--- src/logic/slf_pkg.sv ---
// constants for the input filter and linked action block
// assumes a single 50 MHz clock and 16-bit parameter words
package slf_pkg;
    localparam logic [7:0] SLF_CMD_FILTER = 8'h25;
    localparam logic [7:0] SLF_CMD_SET0 = 8'h26;
    localparam logic [7:0] SLF_CMD_SET3 = 8'h29;
    // arbitrary code for the linked-action enable command
    localparam logic [7:0] SLF_CMD_SYNC_EN = 8'h83;
    localparam logic [15:0] SLF_CFG_RST = 16'h0000;
    localparam logic [3:0] SLF_EN_RST = 4'h0;
    localparam int SLF_FE_LSB = 0;
    localparam int SLF_WA_LSB = 8;
    localparam int SLF_WB_LSB = 12;
    localparam int SLF_CAUSE_LSB = 0;
    localparam int SLF_ACT_LSB = 4;
    localparam int SLF_CHAIN_LSB = 9;
    localparam int SLF_REP_BIT = 15;
    localparam int SLF_CLK_MHZ = 50;
    localparam int SLF_DELAY_BASE_NS = 500;
    localparam int SLF_BASE_CYC = SLF_DELAY_BASE_NS * SLF_CLK_MHZ / 1000;
    localparam int SLF_CNT_W = 20;
    localparam int SLF_NSIG = 18;
    localparam int SLF_SIG_EMG = 0;
    localparam int SLF_SIG_LMP = 1;
    localparam int SLF_SIG_LMM = 2;
    localparam int SLF_SIG_H0 = 3;
    localparam int SLF_SIG_H1 = 4;
    localparam int SLF_SIG_INP = 5;
    localparam int SLF_SIG_ALM = 6;
    localparam int SLF_SIG_IO0 = 7;
    localparam int SLF_SIG_IO4 = 11;
    localparam int SLF_SIG_H2 = 15;
    localparam int SLF_SIG_ECA = 16;
    localparam int SLF_SIG_ECB = 17;
endpackage : slf_pkg

--- src/logic/slf_sync_filter.sv ---
// input noise filters and four linked action sets
// assumes engine events are one-cycle pulses on ref_clk_i
//
// What this block does
// - enable bit picks filtered or pass-through input
// - eight enable bits map onto input groups
// - window A code times groups zero-five
// - window B code times halt2 and encoder
// - delay doubles per code step
// - four sets written by codes 26h-29h
// - cause codes 1-6 select engine events
// - codes 7-F split pulse and io edges
// - action codes 01-04 load compare slot
// - action codes 05-08 save into slot
// - codes 09-12 pulse, drive and stop
// - codes 13-18 speed, timer, split pulse
// - chain mask activates following sets modulo four
// - one-shot sets disable after first firing
// - set enable states readable as status
// - error disables all sets, blocks re-enable
`timescale 1ns/1ps
`default_nettype none
module slf_sync_filter
    import slf_pkg::*;
#(
    parameter int FILT_BASE_CYC = SLF_BASE_CYC
) (
    input wire logic ref_clk_i,
    input wire logic rst_i,
    input wire logic cmd_write_i,
    input wire logic [7:0] cmd_code_i,
    input wire logic [15:0] data_write_word_low_i,
    input wire logic emergency_stop_input_i,
    input wire logic plus_limit_input_i,
    input wire logic minus_limit_input_i,
    input wire logic halt_input_0_i,
    input wire logic halt_input_1_i,
    input wire logic halt_input_2_i,
    input wire logic servo_in_position_input_i,
    input wire logic alarm_input_i,
    input wire logic [7:0] general_io_pin_i,
    input wire logic encoder_phase_a_i,
    input wire logic encoder_phase_b_i,
    input wire logic [3:0] compare_true_i,
    input wire logic timer_up_i,
    input wire logic drive_start_i,
    input wire logic const_speed_start_i,
    input wire logic const_speed_end_i,
    input wire logic drive_end_i,
    input wire logic split_start_i,
    input wire logic split_end_i,
    input wire logic split_out_i,
    input wire logic error_flag_i,
    input wire logic error_sync_disable_bit_i,
    output logic emergency_stop_filt_o,
    output logic plus_limit_filt_o,
    output logic minus_limit_filt_o,
    output logic halt_0_filt_o,
    output logic halt_1_filt_o,
    output logic halt_2_filt_o,
    output logic servo_in_position_filt_o,
    output logic alarm_filt_o,
    output logic [7:0] general_io_filt_o,
    output logic encoder_phase_a_filt_o,
    output logic encoder_phase_b_filt_o,
    output logic [3:0] action_fire_o,
    output logic [19:0] response_code_o,
    output logic [3:0] set_enabled_o
);

    // group of each input, as steered by the enable bits
    function automatic int grp_of(input int i);
        int g;
        g = 0;
        if (i == SLF_SIG_EMG) g = 0;
        else if (i <= SLF_SIG_LMM) g = 1;
        else if (i <= SLF_SIG_H1) g = 2;
        else if (i <= SLF_SIG_ALM) g = 3;
        else if (i < SLF_SIG_IO4) g = 4;
        else if (i < SLF_SIG_H2) g = 5;
        else if (i == SLF_SIG_H2) g = 6;
        else g = 7;
        return g;
    endfunction : grp_of

    logic [15:0] cfg_filter;
    logic [15:0] next_cfg_filter;
    logic [15:0] cfg_set [4];
    logic [15:0] next_cfg_set [4];
    logic [3:0] en;
    logic [3:0] next_en;
    logic [3:0] fire;
    logic [3:0] next_fire;
    logic [7:0] io_prev;
    logic [7:0] next_io_prev;
    logic [3:0] cmp_prev;
    logic [3:0] next_cmp_prev;
    logic err_prev;
    logic next_err_prev;

    logic raw [SLF_NSIG];
    logic filt [SLF_NSIG];
    logic [7:0] io_f;
    logic [SLF_CNT_W-1:0] base_w;
    logic [SLF_CNT_W-1:0] thr_a;
    logic [SLF_CNT_W-1:0] thr_b;
    logic [15:0] ev [4];
    logic [3:0] trig;
    logic [3:0] act;
    logic sync_en_cmd;
    logic err_block;

    assign raw[SLF_SIG_EMG] = emergency_stop_input_i;
    assign raw[SLF_SIG_LMP] = plus_limit_input_i;
    assign raw[SLF_SIG_LMM] = minus_limit_input_i;
    assign raw[SLF_SIG_H0] = halt_input_0_i;
    assign raw[SLF_SIG_H1] = halt_input_1_i;
    assign raw[SLF_SIG_INP] = servo_in_position_input_i;
    assign raw[SLF_SIG_ALM] = alarm_input_i;
    assign raw[SLF_SIG_H2] = halt_input_2_i;
    assign raw[SLF_SIG_ECA] = encoder_phase_a_i;
    assign raw[SLF_SIG_ECB] = encoder_phase_b_i;

    // delay count is the base count shifted by the window code
    assign base_w = SLF_CNT_W'(FILT_BASE_CYC);
    assign thr_a = base_w << cfg_filter[SLF_WA_LSB +: 4];
    assign thr_b = base_w << cfg_filter[SLF_WB_LSB +: 4];

    genvar gi;
    generate
        for (gi = 0; gi < 8; gi++) begin : g_io
            assign raw[SLF_SIG_IO0 + gi] = general_io_pin_i[gi];
            assign io_f[gi] = filt[SLF_SIG_IO0 + gi];
        end
        for (gi = 0; gi < SLF_NSIG; gi++) begin : g_flt
            localparam int G = grp_of(gi);
            logic [2:0] sy;
            logic [2:0] next_sy;
            logic f;
            logic next_f;
            logic [SLF_CNT_W-1:0] c;
            logic [SLF_CNT_W-1:0] next_c;
            logic [SLF_CNT_W-1:0] thr;
            assign thr = (G >= 6) ? thr_b : thr_a;
            always_comb begin
                next_sy = {sy[1:0], raw[gi]};
                next_f = f;
                next_c = '0;
                // a level counts once the last two stages agree
                if (sy[1] == sy[2] && sy[2] != f) begin
                    if (!cfg_filter[SLF_FE_LSB + G]) begin
                        next_f = sy[2];
                    end else if (c >= thr - 1'b1) begin
                        next_f = sy[2];
                    end else begin
                        // any bounce back to the old level restarts the count
                        next_c = c + 1'b1;
                    end
                end
            end
            always_ff @(posedge ref_clk_i) begin
                if (rst_i) begin
                    sy <= 3'h0;
                    f <= 1'b0;
                    c <= '0;
                end else begin
                    sy <= next_sy;
                    f <= next_f;
                    c <= next_c;
                end
            end
            assign filt[gi] = f;
        end
    endgenerate

    assign emergency_stop_filt_o = filt[SLF_SIG_EMG];
    assign plus_limit_filt_o = filt[SLF_SIG_LMP];
    assign minus_limit_filt_o = filt[SLF_SIG_LMM];
    assign halt_0_filt_o = filt[SLF_SIG_H0];
    assign halt_1_filt_o = filt[SLF_SIG_H1];
    assign halt_2_filt_o = filt[SLF_SIG_H2];
    assign servo_in_position_filt_o = filt[SLF_SIG_INP];
    assign alarm_filt_o = filt[SLF_SIG_ALM];
    assign general_io_filt_o = io_f;
    assign encoder_phase_a_filt_o = filt[SLF_SIG_ECA];
    assign encoder_phase_b_filt_o = filt[SLF_SIG_ECB];

    // trigger events per set, indexed by cause code
    always_comb begin
        for (int n = 0; n < 4; n++) begin
            ev[n] = 16'h0000;
            ev[n][1] = compare_true_i[n] & ~cmp_prev[n];
            ev[n][2] = timer_up_i;
            ev[n][3] = drive_start_i;
            ev[n][4] = const_speed_start_i;
            ev[n][5] = const_speed_end_i;
            ev[n][6] = drive_end_i;
            ev[n][7] = split_start_i;
            ev[n][8] = split_end_i;
            ev[n][9] = split_out_i;
            ev[n][10] = io_f[n] & ~io_prev[n];
            ev[n][11] = ~io_f[n] & io_prev[n];
            ev[n][12] = ev[n][10] & ~io_f[n+4];
            ev[n][13] = ev[n][10] & io_f[n+4];
            ev[n][14] = ev[n][11] & ~io_f[n+4];
            ev[n][15] = ev[n][11] & io_f[n+4];
            trig[n] = en[n] & ev[n][cfg_set[n][SLF_CAUSE_LSB +: 4]];
        end
    end

    // chained sets fire once per cycle; a chained firing does not chain again
    always_comb begin
        act = trig;
        for (int n = 0; n < 4; n++) begin
            for (int k = 1; k < 4; k++) begin
                if (trig[n] && cfg_set[n][SLF_CHAIN_LSB + k - 1]) begin
                    act[(n + k) % 4] = en[(n + k) % 4];
                end
            end
        end
        for (int n = 0; n < 4; n++) begin
            act[n] = act[n] | trig[n];
        end
    end

    assign sync_en_cmd = cmd_write_i && cmd_code_i == SLF_CMD_SYNC_EN;
    assign err_block = error_flag_i && error_sync_disable_bit_i;

    always_comb begin
        next_cfg_filter = cfg_filter;
        for (int n = 0; n < 4; n++) begin
            next_cfg_set[n] = cfg_set[n];
        end
        if (cmd_write_i && cmd_code_i == SLF_CMD_FILTER) begin
            next_cfg_filter = data_write_word_low_i;
        end
        if (cmd_write_i && cmd_code_i >= SLF_CMD_SET0 && cmd_code_i <= SLF_CMD_SET3) begin
            // bits 14-12 are kept as written; the host keeps them zero
            next_cfg_set[2'(cmd_code_i - SLF_CMD_SET0)] = data_write_word_low_i;
        end
    end

    always_comb begin
        next_fire = act;
        next_en = en;
        for (int n = 0; n < 4; n++) begin
            if (act[n] && !cfg_set[n][SLF_REP_BIT]) begin
                next_en[n] = 1'b0;
            end
        end
        // enabling wins over a one-shot clear in the same cycle
        if (sync_en_cmd && !err_block) begin
            next_en = next_en | data_write_word_low_i[3:0];
        end
        if (error_flag_i && !err_prev && error_sync_disable_bit_i) begin
            next_en = 4'h0;
        end
        next_io_prev = io_f;
        next_cmp_prev = compare_true_i;
        next_err_prev = error_flag_i;
    end

    always_ff @(posedge ref_clk_i) begin
        if (rst_i) begin
            cfg_filter <= SLF_CFG_RST;
            for (int n = 0; n < 4; n++) begin
                cfg_set[n] <= SLF_CFG_RST;
            end
            en <= SLF_EN_RST;
            fire <= 4'h0;
            io_prev <= 8'h00;
            cmp_prev <= 4'h0;
            err_prev <= 1'b0;
        end else begin
            cfg_filter <= next_cfg_filter;
            for (int n = 0; n < 4; n++) begin
                cfg_set[n] <= next_cfg_set[n];
            end
            en <= next_en;
            fire <= next_fire;
            io_prev <= next_io_prev;
            cmp_prev <= next_cmp_prev;
            err_prev <= next_err_prev;
        end
    end

    assign action_fire_o = fire;
    assign set_enabled_o = en;
    // action decode lives in the engines; codes pass through as written
    assign response_code_o = {cfg_set[3][SLF_ACT_LSB +: 5],
                              cfg_set[2][SLF_ACT_LSB +: 5],
                              cfg_set[1][SLF_ACT_LSB +: 5],
                              cfg_set[0][SLF_ACT_LSB +: 5]};
endmodule : slf_sync_filter
`default_nettype wire

--- config.mk ---
export PLATFORM = sky130hd
export DESIGN_NAME = slf_sync_filter
export DESIGN_NICKNAME = d
export VERILOG_FILES = /design/src/logic/slf_pkg.sv /design/src/logic/slf_sync_filter.sv
export SDC_FILE = /design/constraint.sdc
export NUM_CORES = 1
export LEC_CHECK = 0
export BUFFER_PORTS_ARGS = -buffer_cell sky130_fd_sc_hd__buf_2
export CORE_MARGIN = 5
export CORE_UTILIZATION = 50
export CTS_CLUSTER_DIAMETER = 120
export DETAILED_ROUTE_END_ITERATION = 7
export PLACE_DENSITY = 0.69
export SYNTH_ARGS = -nofsm -noshare
export SYNTH_HDL_FRONTEND = slang
export SYNTH_SLANG_ARGS = --single-unit
--- constraint.sdc ---
create_clock -name ref_clk_i -period 5.1 [get_ports ref_clk_i]
set_clock_uncertainty 0.1 [all_clocks]
set_input_delay 1.275 -clock ref_clk_i [delete_from_list [all_inputs] [get_ports ref_clk_i]]
set_output_delay 1.275 -clock ref_clk_i [all_outputs]
set_load 0.01 [all_outputs]
* After elaboration in Yosys (flattened, before gate mapping)
Memory sizes are Yosys's and may differ from the RTL's.
Index checks and enable logic that the tools add are counted.
** Operators by class
- Shifts and indexed selects :: 2
- Eq/ne operators :: 56
- Bitwise operators :: 84
- Reduce and logical (&&, ||, !) cells :: 86
- Order comparisons :: 26
- Mux-type cells :: 72
- Add/sub/neg operators :: 21
** Operators by type and width (count)
- $add 20x1->20 const B :: 18
- $ge 20x20->1 :: 18
- $mux 16 :: 5
- $reduce_or 4->1 :: 18
- $bwmux 64 :: 1
- $mux 64 :: 1
- $mux 1 :: 59
- $logic_and 1x1->1 :: 43
- $not 1->1 :: 42
- $shl 5x4->20 const A :: 2
- $sub 20x1->20 const B :: 2
- $ne 2x1->1 const B :: 18
- $reduce_and 2->1 :: 18
- $and 1x1->1 :: 32
- $demux 16 s2 :: 1
- $lt 4x5->1 const B :: 4
- $eq 1x1->1 :: 18
- $ne 1x1->1 :: 18
- $bmux 1 s4 :: 4
- $eq 8x6->1 const B :: 1
- $eq 8x8->1 const B :: 1
- $ge 8x6->1 const B :: 1
- $le 8x6->1 const B :: 1
- $or 1x1->1 :: 8
- other kinds (8) :: 13
** Word-level totals
- Bits in registers :: 465
- Memories :: 1
- Bits in writable memories :: 64
- Output and inout port bits :: 46
** Memories
- cfg_set :: words 4, bits a word 16, rd ports 4, clocked after memory_dff 0, wr ports 4, RTL line slf_sync_filter.sv:88 : logic [15:0] cfg_set [4];

* Depth between registers and ports, before layout
- Depth in word-level cells :: 15
- Mapped depth :: 20
- Mapped depth without buffers :: 17

* Worst setup path after synthesis
OpenSTA, ideal clock, no wires.
- Path type :: reg-to-reg
- Start point :: register cfg_filter[9]
- End point :: register g_flt[2].c[4]
- Clock period less this slack :: 4843 ps
- Data required time :: 4938 ps
- Setup slack :: 257 ps
- Cell stages (with the launch flop) :: 19
- Library setup time :: 62 ps
- Arrival :: 4681 ps
- Path through :: dfxtp_1 > clkbuf_1 > inv_1 > ha_1 > buf_6 > nor3_1 > nand2_1 > xnor2_1 > o21ai_0 > ha_1 > nand2_1 > a21oi_1 > o21ai_0 > or3b_1 > a41o_1 > a211o_1 > or3_4 > buf_6 > nor2_2
** On the way
- Cells in the longest elaborated chain, start to end :: 4
** RTL lines
- start: declaration :: RTL line slf_sync_filter.sv:86 : logic [15:0] cfg_filter;
- start signal: assignment :: RTL line slf_sync_filter.sv:275 : cfg_filter <= next_cfg_filter;
- $shl 5x4->20 :: RTL line slf_sync_filter.sv:126 : assign thr_a = base_w << cfg_filter[SLF_WA_LSB +: 4];
- $sub 20x1->20 :: RTL line slf_sync_filter.sv:153 : end else if (c >= thr - 1'b1) begin
- $ge 20x20->1 :: RTL line slf_sync_filter.sv:153
- $reduce_or 4->1 (no source line)
- end signal: assignment :: RTL line slf_sync_filter.sv:169 : c <= next_c;
- end: declaration :: RTL line slf_sync_filter.sv:141 : logic [SLF_CNT_W-1:0] c;
Every way passes these cells.
A chain may end at the register's enable or synchronous reset.

* Worst setup path in the final report
- Start point :: register cfg_filter[9]
- End point :: register g_flt[8].c[1]
** On the way
- Cells in the longest elaborated chain, start to end :: 4
** RTL lines (RTL line)
- $shl 5x4->20 :: slf_sync_filter.sv:126
- $sub 20x1->20 :: slf_sync_filter.sv:153
- $ge 20x20->1 :: slf_sync_filter.sv:153
- $reduce_or 4->1 (no source line)
- end signal: assignment :: slf_sync_filter.sv:169
- end: declaration :: slf_sync_filter.sv:141
Every way passes these cells.

==> out/results.ini <==
[timing]
setup_ws_ps=479
fin_crit_ps=4620
max_slew_margin=0.349
clock.fmax_mhz=216
tightest_slew_ps=971
report.final.hold_viol_count=0
rsz0062_at_grt=no
period_share=0.906
slew_viol_final=0
setup_viol=0
setup-tns-final_ps=0

[floorplanning]
die_h_um=251
rows=88
floorplan.initialDensity=0.504
core_area_um2=57600
die-width_um=251
die_area_um2=63000
num_io_pins=105

[place]
hpwl_um=50300
pre_cts_ws_ps=472
io_buffers=104
gp_congestion=0.870

[critical_path]
reg2reg_depth=14
crit_arrival_ps=5060
crit_path_end_kind=flop
crit_path_max_fanout=20
required_ps=5540
crit_type=flop to flop
start_kind=flop

[yosys]
syn_area_um2=29000
synth_largest_area_cell=dfxtp_1
synth_top_area_share=0.357
async_flop_share=0
yosys-top-cells-area=dfxtp_1 (36%), ha_1 (14%), nor2_1 (7.8%)
synth_area_per_cell_um2=8.62
yosysSeqAreaShare=0.357
ys_types=68
synth.net_count=3740
syn_inst=3367
synth-main-ff-cell=dfxtp_1
ys_warn_count=0
synth_edf_count=0
ys_seq_elements=517

[layout]
fin_nets=3828
multiInputGateArea_um2=17800
diodes=0
area_growth_pct=10.9
final_common_cell=nor2_1
drive_gt1_frac=0.0837
layout_common_cells=nor2_1 (600), dfxtp_1 (517), ha_1 (314)
seq_area_um2=10300
fill_cells=5203

[clocking]
clk_latency_ps=620
cts_max_level=2
cts.repair.resized=0
cts_made_buffers=57
cts_tree=built
clock_sink_count=517
hold_buffers=0
clockRootBuffer=clkbuf_16
clk_pin_slew_ps=60
cts_buffer_depth=3
post-cts-setup-buffers=0

[worst_hold_path]
hold_depth=1
min_path_type=flop to flop

[power_and_ir_drop]
peakVddDrop_mv=0.243
finalPower_uw=8320
cellPowerDensity_nw_per_um2=258
p_leak_uw=0.0130

[global_route]
grt.overflow.total=0
grt_pass1_vias=21700
antenna_found_initial=0
grt_pass1_wl_um=113000
grt_max_degree=51
groute.usage.overall=0.217

[routing]
wl_per_cell_um=16.6
ant_nets=0
post_drt_via_cell_ratio=5.48
drt-total-wl_um=70800
drt-pass1-iter-count=6
drt_iter0_drc=1316
vias=23400
drcViolationCount=0

[run_status]
outcome=finished, final reports clean

[run]
max_cap_violations=0

-- state kept, by name, indices dropped and copies added (netlist names), 4 cells and up --
register / count
g_flt.sy: 54
action_fire_o: 4
cfg_set: 52
io_prev: 4
g_flt.f: 8
cmp_prev: 4
cfg_filter: 16
g_flt.c: 360
set_enabled_o: 4
-- cells in the mapped netlist (6+ instances only) --
cell / n
buf_4: 29
nand2b_1: 25
nand3b_1: 7
xor2_1: 202
o21bai_1: 11
o21ai_0: 92
a31oi_1: 20
a31o_2: 12
a21boi_0: 7
dfxtp_1: 517
a21oi_1: 104
or3_1: 15
o211ai_1: 14
a22o_1: 11
o2111ai_1: 7
o21a_1: 20
nor2_2: 11
inv_1: 91
clkbuf_1: 71
a211oi_1: 28
and4_1: 8
a21o_1: 57
xnor2_1: 152
o31ai_1: 8
nor3_1: 31
buf_2: 8
nor2b_1: 72
nand4_1: 57
buf_1: 9
nand2_1: 214
nand3_1: 206
nand4b_1: 6
ha_1: 314
and2_1: 12
a221oi_1: 22
mux2i_1: 70
a41oi_1: 6
nor2_1: 604
and3_1: 105
maj3_1: 24
or4_1: 7
a211o_1: 17
-- metrics by stage --
step / instances / hold WS, ps / cell area (um2) / util
finish: 4264 / 335 / 32200 / 0.559
floorplan: 3367 / 314 / 29000 / -
detailed placement: 4161 / 322 / 30300 / 0.527
global placement: 4161 / 316 / 30300 / 0.527
CTS: 4264 / 336 / 32200 / 0.559
global route: 4264 / 353 / 32200 / 0.559
-- metal layers --
| metal | global-route usage | vias up | part of all wire | routed length (um) |
|---|---|---|---|---|
| li1 | - | 11900 | - | - |
| met1 | 0.307 | 10900 | 0.48 | 34100 |
| met2 | 0.347 | 406 | 0.44 | 31300 |
| met3 | 0.0306 | 123 | 0.046 | 3270 |
| met4 | 0.0655 | 0 | 0.029 | 2050 |
| met5 | 0 | - | 0 | 0 |
-- critical path, stage by stage, from the launching register on --
cell and delay (ps):
dfxtp_1 420, inv_1 110, ha_1 290, nor3_1 370, nand2_1 130, nand2_1 100, a21o_1 590, buf_4 260
ha_1 240, nor2b_1 130, a2111oi_0 400, a221o_1 220, a21oi_1 90, or4_1 870, nor2_1 200
-- cell type report --
class,count,area share
clock buffer,78,0.0505
clock inverter,25,0.00777
inverter,91,0.0106
multi-input combinational,2638,0.552
sequential,517,0.321
tap,765,0.0297
timing repair buffer,150,0.0279
-- power by group --
| part | internal, uW | leakage [uW] | switching (uW) |
|---|---|---|---|
| clock | 2390 | 0.000918 | 1740 |
| sequential | 4060 | 0.00417 | 13.0 |
| combinational | 50.2 | 0.00790 | 77.0 |
| total | 6500 | 0.0130 | 1830 |
-- final timing paths --
check	start	endpoint	slack, ps
worst max-delay path	cfg_filter[9]	g_flt[8].c[1]	480
worst min-delay path	g_flt[16].sy[0]	g_flt[16].sy[1]	330
worst max register to register	cfg_filter[9]	g_flt[8].c[1]	480
worst min register to register	g_flt[16].sy[0]	g_flt[16].sy[1]	330
-- cell families (layout without fill, tap and decap cells) --
logic type / count (synthesis) / in the layout / share of synthesized area
compound gates: 466 / 466 / 0.107
xor+xnor: 354 / 354 / 0.107
fa+ha+maj: 338 / 338 / 0.144
buf+inv: 212 / 344 / 0.0325
flops: 517 / 517 / 0.357
mux: 76 / 76 / 0.0280
simple gates: 1404 / 1404 / 0.225
(Power assumes the default switching activity.)
